File: src/core/servo_cw_pkg.sv
package servo_cw_pkg;

   ////////////////////////////////////////////////////////////////////////////
   // Word and field widths
   localparam int WORD_W = 16;
   localparam int SOL_W = 4;
   localparam int BLOCK_W = 6;
   localparam int TGM_W = 7;

   ////////////////////////////////////////////////////////////////////////////
   // First command word, common bits
   localparam int W1_ON = 0;
   localparam int W1_NO_COAST = 1;
   localparam int W1_NO_FAST = 2;
   localparam int W1_ENA_OP = 3;
   localparam int W1_BIT4 = 4;
   localparam int W1_BIT5 = 5;
   localparam int W1_BIT6 = 6;
   localparam int W1_ACK = 7;
   localparam int W1_JOG1 = 8;
   localparam int W1_JOG2 = 9;
   localparam int W1_PLC = 10;
   localparam int W1_BIT11 = 11;
   localparam int W1_BRAKE = 12;

   ////////////////////////////////////////////////////////////////////////////
   // Second command word and block select word
   localparam int W2_BYPASS = 4;
   localparam int W2_INT_INH = 6;
   localparam int W2_ENDSTOP = 8;
   localparam int W2_SOL_LSB = 12;
   localparam int W2_SOL_MSB = 15;
   localparam int BS_LSB = 0;
   localparam int BS_MSB = 5;
   localparam int BS_MANUAL = 15;
   localparam int CFG_BYPASS_BIT = 0;

   ////////////////////////////////////////////////////////////////////////////
   // Telegram numbers
   localparam logic [TGM_W-1:0] TGM_1 = 7'h01;
   localparam logic [TGM_W-1:0] TGM_2 = 7'h02;
   localparam logic [TGM_W-1:0] TGM_3 = 7'h03;
   localparam logic [TGM_W-1:0] TGM_5 = 7'h05;
   localparam logic [TGM_W-1:0] TGM_7 = 7'h07;
   localparam logic [TGM_W-1:0] TGM_9 = 7'h09;
   localparam logic [TGM_W-1:0] TGM_102 = 7'h66;
   localparam logic [TGM_W-1:0] TGM_105 = 7'h69;
   localparam logic [TGM_W-1:0] TGM_110 = 7'h6e;
   localparam logic [TGM_W-1:0] TGM_111 = 7'h6f;

   ////////////////////////////////////////////////////////////////////////////
   // Reset values
   localparam logic [WORD_W-1:0] WORD_RST = 16'h0000;
   localparam logic [SOL_W-1:0] SOL_RST = 4'h0;
   localparam logic [SOL_W-1:0] SOL_STEP = 4'h1;

   ////////////////////////////////////////////////////////////////////////////
   // Drive power state, Gray along the usual path
   typedef enum logic [2:0] {
      ST_INHIBIT = 3'b000,
      ST_READY = 3'b001,
      ST_RUN = 3'b011,
      ST_RAMP_STOP = 3'b010,
      ST_FAST_STOP = 3'b110
   } drive_state_t;

endpackage

File: src/core/servo_control_word_decoder.sv
`timescale 1ns/1ns
// Operation
// - Second word bit 8 commands endstop traverse
// - Second word bits 12-15 carry sign-of-life
// - Config bit 0 low ignores bypass bit
// - Telegram 105 ignores first word bits 4-6
// - Bit 0 low ramps down, then ready
// - Bit 1 low suppresses pulses, inhibits on
// - Bit 2 low fast-stop ramp, then inhibit
// - Bit 3 enables operation, low suppresses pulses
// - Speed bit 4 low zeroes ramp output
// - Speed bit 5 low freezes ramp output
// - Speed bit 6 low zeroes ramp input
// - Bit 7 set acknowledges pending faults
// - Bit 10 must be high for control
// - Telegrams 102/105: ramp active, brake open
// - Telegrams 102/105: ramp bypass, integrator inhibit
// - Positioning bit 4 low rejects traversing task
// - Positioning bit 5 low intermediate stop
// - Positioning bits 8, 9 select jog sources
// - Block select bits 0-5 give block number
module servo_control_word_decoder (
   // Clock and reset
   input wire logic clk,
   input wire logic rst_b,
   // Cyclic receive words, taken on wordStrobe
   input wire logic wordStrobe,
   input wire logic [servo_cw_pkg::WORD_W-1:0] commandWordOne,
   input wire logic [servo_cw_pkg::WORD_W-1:0] commandWordTwo,
   input wire logic [servo_cw_pkg::WORD_W-1:0] blockSelectWord,
   input wire logic [servo_cw_pkg::TGM_W-1:0] telegramSel,
   input wire logic [servo_cw_pkg::WORD_W-1:0] rampBypassConfigParam,
   // Feedback from the drive
   input wire logic speedAtZero,
   input wire logic faultPresent,
   // Power stage and stop commands
   output logic pulseEnable,
   output logic switchOnInhibit,
   output logic rampStopActive,
   output logic coastStopActive,
   output logic fastStopActive,
   output logic useFastStopRampParam,
   output logic operationEnabled,
   // Ramp generator and speed loop
   output logic rampOutZero,
   output logic rampFreeze,
   output logic rampInZero,
   output logic rampActive,
   output logic rampBypass,
   output logic integratorInhibit,
   output logic brakeOpen,
   output logic endstopTraverse,
   // Positioning
   output logic rejectTask,
   output logic intermediateStop,
   output logic jogSourceOne,
   output logic jogSourceTwo,
   output logic referencingStart,
   output logic [servo_cw_pkg::BLOCK_W-1:0] blockNumber,
   output logic manualDataInput,
   // Control and supervision
   output logic plcControl,
   output logic faultAck,
   output logic [servo_cw_pkg::SOL_W-1:0] signOfLife,
   output logic signOfLifeError
);
   import servo_cw_pkg::*;

   ////////////////////////////////////////////////////////////////////////////
   // Telegram classification
   function automatic logic isSpeedTgm(input logic [TGM_W-1:0] t);
      isSpeedTgm = (t == TGM_1) || (t == TGM_2) || (t == TGM_3) ||
         (t == TGM_5) || (t == TGM_102) || (t == TGM_105);
   endfunction

   function automatic logic isPosTgm(input logic [TGM_W-1:0] t);
      isPosTgm = (t == TGM_7) || (t == TGM_9) || (t == TGM_110) ||
         (t == TGM_111);
   endfunction

   function automatic logic isExtTgm(input logic [TGM_W-1:0] t);
      isExtTgm = (t == TGM_102) || (t == TGM_105);
   endfunction

   ////////////////////////////////////////////////////////////////////////////
   // Reset release through two flops
   logic rstMeta_reg;
   logic rstSync_reg;

   always_ff @(posedge clk or negedge rst_b) begin
      if (!rst_b) begin
         rstMeta_reg <= 1'b0;
         rstSync_reg <= 1'b0;
      end else begin
         rstMeta_reg <= 1'b1;
         rstSync_reg <= rstMeta_reg;
      end
   end

   ////////////////////////////////////////////////////////////////////////////
   // Captured words
   logic [WORD_W-1:0] wordOne_reg;
   logic [WORD_W-1:0] wordTwo_reg;
   logic [WORD_W-1:0] blockSel_reg;
   logic [TGM_W-1:0] tgm_reg;
   logic bypassCfg_reg;
   logic plc_reg;
   logic ackPrev_reg;
   logic takeWords;

   // Words are only honoured while the controller claims control
   assign takeWords = wordStrobe && commandWordOne[W1_PLC];

   always_ff @(posedge clk or negedge rstSync_reg) begin
      if (!rstSync_reg) begin
         wordOne_reg <= WORD_RST;
         wordTwo_reg <= WORD_RST;
         blockSel_reg <= WORD_RST;
         tgm_reg <= TGM_1;
         bypassCfg_reg <= 1'b0;
      end else if (takeWords) begin
         wordOne_reg <= commandWordOne;
         wordTwo_reg <= commandWordTwo;
         blockSel_reg <= blockSelectWord;
         tgm_reg <= telegramSel;
         bypassCfg_reg <= rampBypassConfigParam[CFG_BYPASS_BIT];
      end
   end

   // Control flag follows every word, so dropping bit 10 is seen
   always_ff @(posedge clk or negedge rstSync_reg) begin
      if (!rstSync_reg) begin
         plc_reg <= 1'b0;
      end else if (wordStrobe) begin
         plc_reg <= commandWordOne[W1_PLC];
      end
   end

   ////////////////////////////////////////////////////////////////////////////
   // Decoded stop requests; loss of control counts as coast stop
   logic onReq;
   logic coastReq;
   logic fastReq;
   logic enaOpReq;

   assign onReq = plc_reg && wordOne_reg[W1_ON];
   assign coastReq = !plc_reg || !wordOne_reg[W1_NO_COAST];
   assign fastReq = !wordOne_reg[W1_NO_FAST];
   assign enaOpReq = wordOne_reg[W1_ENA_OP];

   ////////////////////////////////////////////////////////////////////////////
   // Drive power state machine
   drive_state_t state_reg;
   drive_state_t state_next;

   always_comb begin
      state_next = state_reg;
      unique case (state_reg)
         ST_INHIBIT: begin
            // Inhibit lifts only once ON is dropped
            if (!coastReq && !fastReq && !onReq) begin
               state_next = ST_READY;
            end
         end
         ST_READY: begin
            if (coastReq || fastReq) begin
               state_next = ST_INHIBIT;
            end else if (onReq && enaOpReq && !faultPresent) begin
               state_next = ST_RUN;
            end
         end
         ST_RUN: begin
            if (coastReq) begin
               state_next = ST_INHIBIT;
            end else if (!enaOpReq) begin
               state_next = ST_READY;
            end else if (fastReq) begin
               state_next = ST_FAST_STOP;
            end else if (!onReq) begin
               state_next = ST_RAMP_STOP;
            end
         end
         ST_RAMP_STOP: begin
            if (coastReq) begin
               state_next = ST_INHIBIT;
            end else if (!enaOpReq) begin
               state_next = ST_READY;
            end else if (fastReq) begin
               state_next = ST_FAST_STOP;
            end else if (speedAtZero) begin
               state_next = ST_READY;
            end
         end
         ST_FAST_STOP: begin
            // Suppressing pulses still ends in switch-on inhibit
            if (coastReq || !enaOpReq || speedAtZero) begin
               state_next = ST_INHIBIT;
            end
         end
         default: begin
            state_next = ST_INHIBIT;
         end
      endcase
   end

   always_ff @(posedge clk or negedge rstSync_reg) begin
      if (!rstSync_reg) begin
         state_reg <= ST_INHIBIT;
      end else begin
         state_reg <= state_next;
      end
   end

   ////////////////////////////////////////////////////////////////////////////
   // Power stage outputs, registered from the next state; coastStopActive registered from coastReq
   always_ff @(posedge clk or negedge rstSync_reg) begin
      if (!rstSync_reg) begin
         pulseEnable <= 1'b0;
         switchOnInhibit <= 1'b1;
         rampStopActive <= 1'b0;
         fastStopActive <= 1'b0;
         useFastStopRampParam <= 1'b0;
         operationEnabled <= 1'b0;
         coastStopActive <= 1'b0;
      end else begin
         pulseEnable <= (state_next == ST_RUN) ||
            (state_next == ST_RAMP_STOP) ||
            (state_next == ST_FAST_STOP);
         switchOnInhibit <= (state_next == ST_INHIBIT);
         rampStopActive <= (state_next == ST_RAMP_STOP);
         fastStopActive <= (state_next == ST_FAST_STOP);
         useFastStopRampParam <= (state_next == ST_FAST_STOP);
         operationEnabled <= (state_next == ST_RUN);
         coastStopActive <= coastReq;
      end
   end

   ////////////////////////////////////////////////////////////////////////////
   // Ramp generator and speed loop controls
   logic speedTgm;
   logic extTgm;
   logic posTgm;
   logic gate456;

   assign speedTgm = isSpeedTgm(tgm_reg);
   assign extTgm = isExtTgm(tgm_reg);
   assign posTgm = isPosTgm(tgm_reg);
   // Telegram 105 leaves bits 4 to 6 without effect
   assign gate456 = speedTgm && (tgm_reg != TGM_105);

   always_ff @(posedge clk or negedge rstSync_reg) begin
      if (!rstSync_reg) begin
         rampOutZero <= 1'b1;
         rampFreeze <= 1'b0;
         rampInZero <= 1'b1;
         rampActive <= 1'b0;
         rampBypass <= 1'b0;
         integratorInhibit <= 1'b0;
         brakeOpen <= 1'b0;
         endstopTraverse <= 1'b0;
      end else begin
         rampOutZero <= gate456 && !wordOne_reg[W1_BIT4];
         rampFreeze <= gate456 && !wordOne_reg[W1_BIT5];
         rampInZero <= gate456 && !wordOne_reg[W1_BIT6];
         rampActive <= extTgm && wordOne_reg[W1_BIT11];
         brakeOpen <= extTgm && wordOne_reg[W1_BRAKE];
         // Bypass needs both the telegram and the config bit
         rampBypass <= extTgm && bypassCfg_reg &&
            wordTwo_reg[W2_BYPASS];
         integratorInhibit <= extTgm && wordTwo_reg[W2_INT_INH];
         endstopTraverse <= speedTgm && wordTwo_reg[W2_ENDSTOP];
      end
   end

   ////////////////////////////////////////////////////////////////////////////
   // Positioning controls; only named bits are decoded
   always_ff @(posedge clk or negedge rstSync_reg) begin
      if (!rstSync_reg) begin
         rejectTask <= 1'b0;
         intermediateStop <= 1'b0;
         jogSourceOne <= 1'b0;
         jogSourceTwo <= 1'b0;
         referencingStart <= 1'b0;
         blockNumber <= '0;
         manualDataInput <= 1'b0;
      end else begin
         rejectTask <= posTgm && !wordOne_reg[W1_BIT4];
         intermediateStop <= posTgm && !wordOne_reg[W1_BIT5];
         jogSourceOne <= posTgm && wordOne_reg[W1_JOG1];
         jogSourceTwo <= posTgm && wordOne_reg[W1_JOG2];
         referencingStart <= posTgm && wordOne_reg[W1_BIT11];
         if (posTgm && (tgm_reg != TGM_111)) begin
            blockNumber <= blockSel_reg[BS_MSB:BS_LSB];
            manualDataInput <= blockSel_reg[BS_MANUAL];
         end else begin
            blockNumber <= '0;
            manualDataInput <= 1'b0;
         end
      end
   end

   ////////////////////////////////////////////////////////////////////////////
   // Fault acknowledge: one pulse per rising edge of bit 7
   logic ackEdge;

   assign ackEdge = takeWords && commandWordOne[W1_ACK] && !ackPrev_reg;

   always_ff @(posedge clk or negedge rstSync_reg) begin
      if (!rstSync_reg) begin
         ackPrev_reg <= 1'b0;
         faultAck <= 1'b0;
      end else begin
         if (takeWords) begin
            ackPrev_reg <= commandWordOne[W1_ACK];
         end
         faultAck <= ackEdge;
      end
   end

   assign plcControl = plc_reg;

   ////////////////////////////////////////////////////////////////////////////
   // Sign-of-life monitor: each new value must step by one
   logic solSeen_reg;
   logic [SOL_W-1:0] solNew;
   logic solBad;

   assign solNew = commandWordTwo[W2_SOL_MSB:W2_SOL_LSB];
   assign solBad = takeWords && solSeen_reg &&
      (solNew != signOfLife + SOL_STEP);

   always_ff @(posedge clk or negedge rstSync_reg) begin
      if (!rstSync_reg) begin
         signOfLife <= SOL_RST;
         solSeen_reg <= 1'b0;
      end else if (takeWords) begin
         signOfLife <= solNew;
         solSeen_reg <= 1'b1;
      end
   end

   // Sticky error, a fresh miss wins over an acknowledge
   always_ff @(posedge clk or negedge rstSync_reg) begin
      if (!rstSync_reg) begin
         signOfLifeError <= 1'b0;
      end else if (solBad) begin
         signOfLifeError <= 1'b1;
      end else if (ackEdge) begin
         signOfLifeError <= 1'b0;
      end
   end

endmodule

File: config.mk
export PLATFORM = sky130hd
export DESIGN_NAME = servo_control_word_decoder
export DESIGN_NICKNAME = d
export VERILOG_FILES = /design/src/core/servo_cw_pkg.sv /design/src/core/servo_control_word_decoder.sv
export SDC_FILE = /design/constraint.sdc
export NUM_CORES = 1
export LEC_CHECK = 0
export BUFFER_PORTS_ARGS = -buffer_cell sky130_fd_sc_hd__buf_4
export CORE_UTILIZATION = 45
export DETAILED_ROUTE_END_ITERATION = 8
export GPL_ROUTABILITY_DRIVEN = 0
export PLACE_DENSITY_LB_ADDON = 0.12
export REMOVE_ABC_BUFFERS = 1
export SETUP_SLACK_MARGIN = 0.15
export SYNTH_ARGS = -nofsm -noshare
export SYNTH_HDL_FRONTEND = slang
export SYNTH_SLANG_ARGS = --single-unit
File: constraint.sdc
create_clock -name clk -period 3.51 [get_ports clk]
set_input_delay 1.053 -clock clk [delete_from_list [all_inputs] [get_ports clk]]
set_output_delay 1.053 -clock clk [all_outputs]
set_load 0.005 [all_outputs]
==> flow_summary.json, run 1 <==
{
  "dp_hpwl_um": 3207,
  "die_w_um": 78.36,
  "routed_wl_um": 4658,
  "cts_resized": 0,
  "clockBufferDepth": 2,
  "leakage_uw": 0.001683,
  "report.final.slew_viol_count": 0,
  "yosys_warnings": 0,
  "cp-end-kind": "register",
  "drtPass1Iterations": 4,
  "crit_path_top_delay_cell": "nand2_1",
  "synth_ff_type": "dfrtp_1",
  "post-route-period-util": 0.5756,
  "syn_area_per_cell_um2": 13.96,
  "finalSetupViolations": 0,
  "synth-seq-area-share": 0.6600,
  "cp_max_fo": 16,
  "async_flop_share": 1.000,
  "synth-edff-count": 0,
  "cts_made_buffers": 9,
  "max_cap_violations": 0,
  "cpPeakStageDelay_ns": 0.37,
  "numPortBuffers": 73,
  "synth_cell_types": 38,
  "chipHeight_um": 78.36,
  "rsz0062_at_grt": "false",
  "start_util": 0.4707,
  "crit_top_cell": "buf_4",
  "viasPerCell": 4.853,
  "worst_pin_slew_ns": 1.082,
  "hp-class": "register to register",
  "cts-hold-fix-buffers": 0,
  "grt_pass1_wl_um": 7686,
  "core_um2": 5574,
  "fmax_mhz": 495.0,
  "hold_viol_final": 0,
  "ir_worst_vdd_v": 0.0003610,
  "instances_no_fill": 348,
  "cts_root_buf": "clkbuf_8",
  "cp-start-kind": "input port",
  "n_fill_cell": 480,
  "fp-row-count": 27,
  "clock-sinks": 69,
  "ios": 110,
  "grt_pass1_vias": 1679,
  "diodes": 0,
  "regArea_um2": 1733,
  "die_area_um2": 6140,
  "worstSkewPairLatency_ns": 0.33,
  "post-route-min-period_ns": 2.020,
  "drc": 0,
  "cp.required_ns": 3.73,
  "grt_overflow_total": 0,
  "relSlewSlack": 0.2788,
  "status": "complete, no violations",
  "drt_iter0_drc": 46,
  "largest_register_ffs": 12,
  "synth_top_area_frac": 0.6199,
  "skew_ns": 0.008047,
  "setup.worst_path.class": "input port to register",
  "ys_top_cells_by_count": "dfrtp_1, mux2_2, nor2_1",
  "antenna_found_initial": 0,
  "syn_inst": 188,
  "ys_ff_latch": 69,
  "grtUsageTotal": 0.1704,
  "syn_to_final_growth_pct": 33.67,
  "dp_cells": 332,
  "nets": 348,
  "post_cts_buffers": 0,
  "cts_tree": "built",
  "yosysMostFrequentCell": "dfrtp_1",
  "yosysTopAreaCell": "dfrtp_1",
  "worstPathCellList": "buf_4 > nand2_1 > buf_4 > mux2_2",
  "synth_area_leaders": "dfrtp_1, mux2_2, dfstp_2",
  "netlist_area_um2": 2624,
  "grt_start_max_net_pins": 52,
  "num_vias": 1689,
  "arrival_ns": 2.24,
  "path_clk_slew_ns": 0.07,
  "multiInputGateArea_um2": 847.1,
  "ant_nets": 0,
  "wire_per_inst_um": 13.39,
  "p_per_area_nw_per_um2": 542.3,
  "drive_gt1_frac": 0.4891,
  "htree_levels": 3,
  "tns_ns": 0
}
[layout make-up]
cell class	count	share of cell area
timing repair buffer	76	0.1627
clock inverter	3	0.01855
clock buffer	13	0.05102
tap	72	0.02569
multi-input combinational	109	0.2415
sequential	69	0.4941
inverter	6	0.006422
[final timing paths]
path	to	startpoint	slack (ns)	cells after the start
min in group asynchronous	manualDataInput	rstSync_reg	0.48	0
max	tgm_reg[4]	wordStrobe	1.49	4
max in group asynchronous	switchOnInhibit	rstSync_reg	2.13	1
min reg2reg	rstSync_reg	rstMeta_reg	0.35	0
max reg2reg	blockNumber[0]	tgm_reg[0]	1.98	4
min	rstSync_reg	rstMeta_reg	0.35	0
[placed cells by master, fill, tap and decap left out, drive strengths merged, types with 2 or more instances in the layout]
master / count
nand3: 2
and3b: 2
and3: 2
buf: 76
and2: 4
nor2b: 10
nor4: 2
a21oi: 3
xor2: 2
nand2: 5
bufinv: 2
dfstp: 4
nor3: 4
clkbuf: 13
xnor2: 4
o21ai: 7
inv: 6
nand2b: 2
mux2: 34
dfrtp: 65
a211oi: 2
nor2: 11
[worst max-delay path: cells and delay by family]
| family | cells | cell delay (ns) |
|---|---|---|
| buffers and inverters | 2 | 0.45 |
| multiplexers | 1 | 0.36 |
| AND/OR/NAND/NOR | 1 | 0.37 |
[power by group]
group | switching [uW] | internal (uW) | leakage, uW
clock network | 289 | 477 | 0.000126
logic | 73.5 | 134 | 0.000704
registers | 59.8 | 869 | 0.000854
total | 422 | 1480 | 0.00168
[logic make-up (layout without fill, tap and decap cells)]
logic type | Yosys count | in the layout | synth area share
compound gates | 17 | 17 | 0.04245
xor+xnor | 6 | 6 | 0.02003
fa+ha+maj | 1 | 1 | 0.004768
buf+inv | 10 | 98 | 0.01717
flops | 69 | 69 | 0.6600
mux | 34 | 34 | 0.1459
other cells | 1 | 1 | 0.001429
simple gates | 50 | 50 | 0.1083
[metrics by stage]
step           utilization  power, uW  setup slack, ns  instance area, um2  hold WS, ns
2_1_floorplan            -       1055            1.155                2601       0.3312
3_3_place_gp        0.5854       1147            1.121                3263       0.3328
3_5_place_dp        0.5854       1154            1.126                3263       0.3417
4_1_cts             0.6292       1923            1.483                3507       0.3583
5_1_grt             0.6292       1990            1.402                3507       0.3673
6_report            0.6292       1902            1.490                3507       0.3536
[routing by layer]
metal / up-vias / track usage / share of wire
li1: 814 / - / -
met1: 812 / 0.1988 / 0.43
met2: 52 / 0.2763 / 0.49
met3: 11 / 0.04651 / 0.054
met4: 0 / 0.1111 / 0.027
met5: - / 0 / 0
Note: power is estimated with default switching activity, not from simulation.
==> run 2, diff against run 1 <==
- CORE_UTILIZATION: 45 -> 43
- clock period: 3.51 -> 1.75 ns (I/O delays scaled with it)
==> run 2 against run 1 <==
  * Worst hold slack worse by 0.11 ns
  * Routed wire length up 2.5%
  * Critical endpoint is now blockNumber[4]
  * Worst setup slack worse by 1.3 ns
  * Non-clock buffer count up 4
==> flow_summary.json, run 2 (same netlist as run 1, synthesis figures left out) <==
{
  "hp-class": "register to async pin",
  "cp-start-kind": "register",
  "diodes": 0,
  "postPlaceCellArea_um2": 3319,
  "final_area_um2": 3532,
  "p_sw_frac": 0.2351,
  "antenna_found_initial": 0,
  "cp.required_ns": 2.01,
  "grt_pass1_vias": 1669,
  "fin_util": 0.6001,
  "clockBufferDepth": 2,
  "status": "complete, no violations",
  "post-route-period-util": 0.8821,
  "ios": 110,
  "mostFrequentLayoutCell": "buf_4",
  "cts_tree": "built",
  "grt_pass1_wl_um": 7583,
  "worst_pin_slew_ns": 0.5188,
  "cts_root_buf": "clkbuf_8",
  "syn_to_final_growth_pct": 34.62,
  "grt_start_max_net_pins": 30,
  "rsz0062_at_grt": "false",
  "report.final.slew_viol_count": 0,
  "n_fill_cell": 505,
  "multiInputGateArea_um2": 860.8,
  "ant_nets": 0,
  "skew_ns": 0.006445,
  "max_cap_violations": 0,
  "largest_register_ffs": 12,
  "num_vias": 1715,
  "nets": 352,
  "fp-row-count": 28,
  "regToRegSetupSlack_ns": 0.21,
  "crit_path_top_delay_cell": "dfstp_2",
  "clock-sinks": 69,
  "finalSetupViolations": 0,
  "start_util": 0.4458,
  "worstSkewPairLatency_ns": 0.34,
  "die_area_um2": 6418,
  "drive_gt1_frac": 0.4929,
  "drc": 0,
  "cts_made_buffers": 9,
  "numPortBuffers": 73,
  "share_seq_of_total_power": 0.533,
  "relSlewSlack": 0.6541,
  "core_um2": 5886,
  "rr_worst_depth": 4,
  "wire_per_inst_um": 13.45,
  "htree_levels": 3,
  "leakage_uw": 0.001687,
  "final_cell_mix": "buf_4, dfrtp_1, mux2_2",
  "tns_ns": 0,
  "r2r-start": "tgm_reg[0]",
  "fmax_mhz": 647.8,
  "drtPass1Iterations": 4,
  "clockPowerShare": 0.337,
  "p_sw_uw": 818.7,
  "cp-end-kind": "register",
  "p_per_area_nw_per_um2": 986.0,
  "post-route-min-period_ns": 1.544,
  "ir_worst_vdd_v": 0.0006169,
  "regArea_um2": 1733,
  "drt_iter0_drc": 22,
  "setup.worst_path.class": "register to register",
  "intPower_uw": 2664,
  "dp_hpwl_um": 3417,
  "hold_viol_final": 0,
  "routed_wl_um": 4774,
  "rr_endpoint": "blockNumber[4]",
  "viasPerCell": 4.831,
  "arrival_ns": 1.81,
  "die_w_um": 80.12,
  "worstPathCellList": "or4b_4 > o31ai_1 > a21oi_2 > nor2b_1",
  "chipHeight_um": 80.12,
  "path_clk_slew_ns": 0.06,
  "cpPeakStageDelay_ns": 0.57,
  "combinationalPowerShare": 0.131,
  "cp_max_fo": 7,
  "grt_overflow_total": 0,
  "grtUsageTotal": 0.1634
}
-- run 2: cell types whose count changed in the layout (fill, tap and decap cells not counted) --
cell           previous run  this run
clkbuf_8                 13        12
or4b_1                    1         0
a21oi_1                   2         1
nor4_1                    2         1
bufinv_16                 2         0
buf_12                    0         3
or4b_4                    0         1
dlygate4sd3_1             0         1
a21oi_2                   1         2
nor4_2                    0         1
clkbuf_1                  0         3
-- run 2: critical path: cells and delay by family (launching register included) --
family           cells  cell delay [ns]
AO/OA/AOI/OAI        2             0.28
flip-flops           1             0.57
AND/OR/NAND/NOR      2             0.62
-- run 2: per-stage QoR --
stage	total power [uW]	hold slack [ns]	cells	setup WS [ns]
after detailed placement	2335	0.2609	337	0.1688
after CTS	3536	0.2658	354	0.1817
after global routing	3660	0.3005	355	0.1469
after global placement	2319	0.2613	337	0.1759
after floorplan	2117	0.2294	184	-0.3067
final	3483	0.2446	355	0.2064
-- run 2: how the worst max path moves through the flow --
stage	slack, ns	endpoint	depth (start not counted)	start
after floorplan	-0.31	blockNumber[0]	0	rstSync_reg
after global placement	0.18	rampStopActive	5	speedAtZero
after detailed placement	0.17	operationEnabled	5	speedAtZero
after CTS	0.18	referencingStart	4	tgm_reg[0]
after global routing	0.15	blockNumber[4]	4	tgm_reg[0]
final	0.21	blockNumber[4]	4	tgm_reg[0]
-- run 2: area by class of cell --
class | count | area share
sequential | 69 | 0.4906
multi-input combinational | 109 | 0.2437
timing repair buffer | 80 | 0.1814
clock buffer | 15 | 0.04995
tap | 75 | 0.02657
inverter | 6 | 0.006376
clock inverter | 1 | 0.001417
-- run 2: repair_timing --
action | 4_1_cts | 5_1_grt
setup endpoints to repair | 0 | 12
hold endpoints to repair | 2 | 0
resized for setup | 0 | 3
hold buffers | 1 | 0
buffers inserted | 0 | 1
-- run 2: layer usage --
| metal | track usage | vias up | wire, um |
|---|---|---|---|
| li1 | - | 816 | - |
| met2 | 0.2692 | 49 | 2431 |
| met1 | 0.1855 | 842 | 1957 |
| met5 | 0 | - | 0 |
| met4 | 0.05893 | 0 | 64 |
| met3 | 0.07614 | 8 | 321 |
-- run 2: power by group through the flow --
stage | registers, uW | logic (uW) | clock network (uW)
finish | 1850 | 455 | 1170
global route | 1880 | 502 | 1280
CTS | 1850 | 453 | 1230
detailed placement | 1880 | 452 | 0
global placement | 1880 | 440 | 0
floorplan | 1870 | 244 | 0
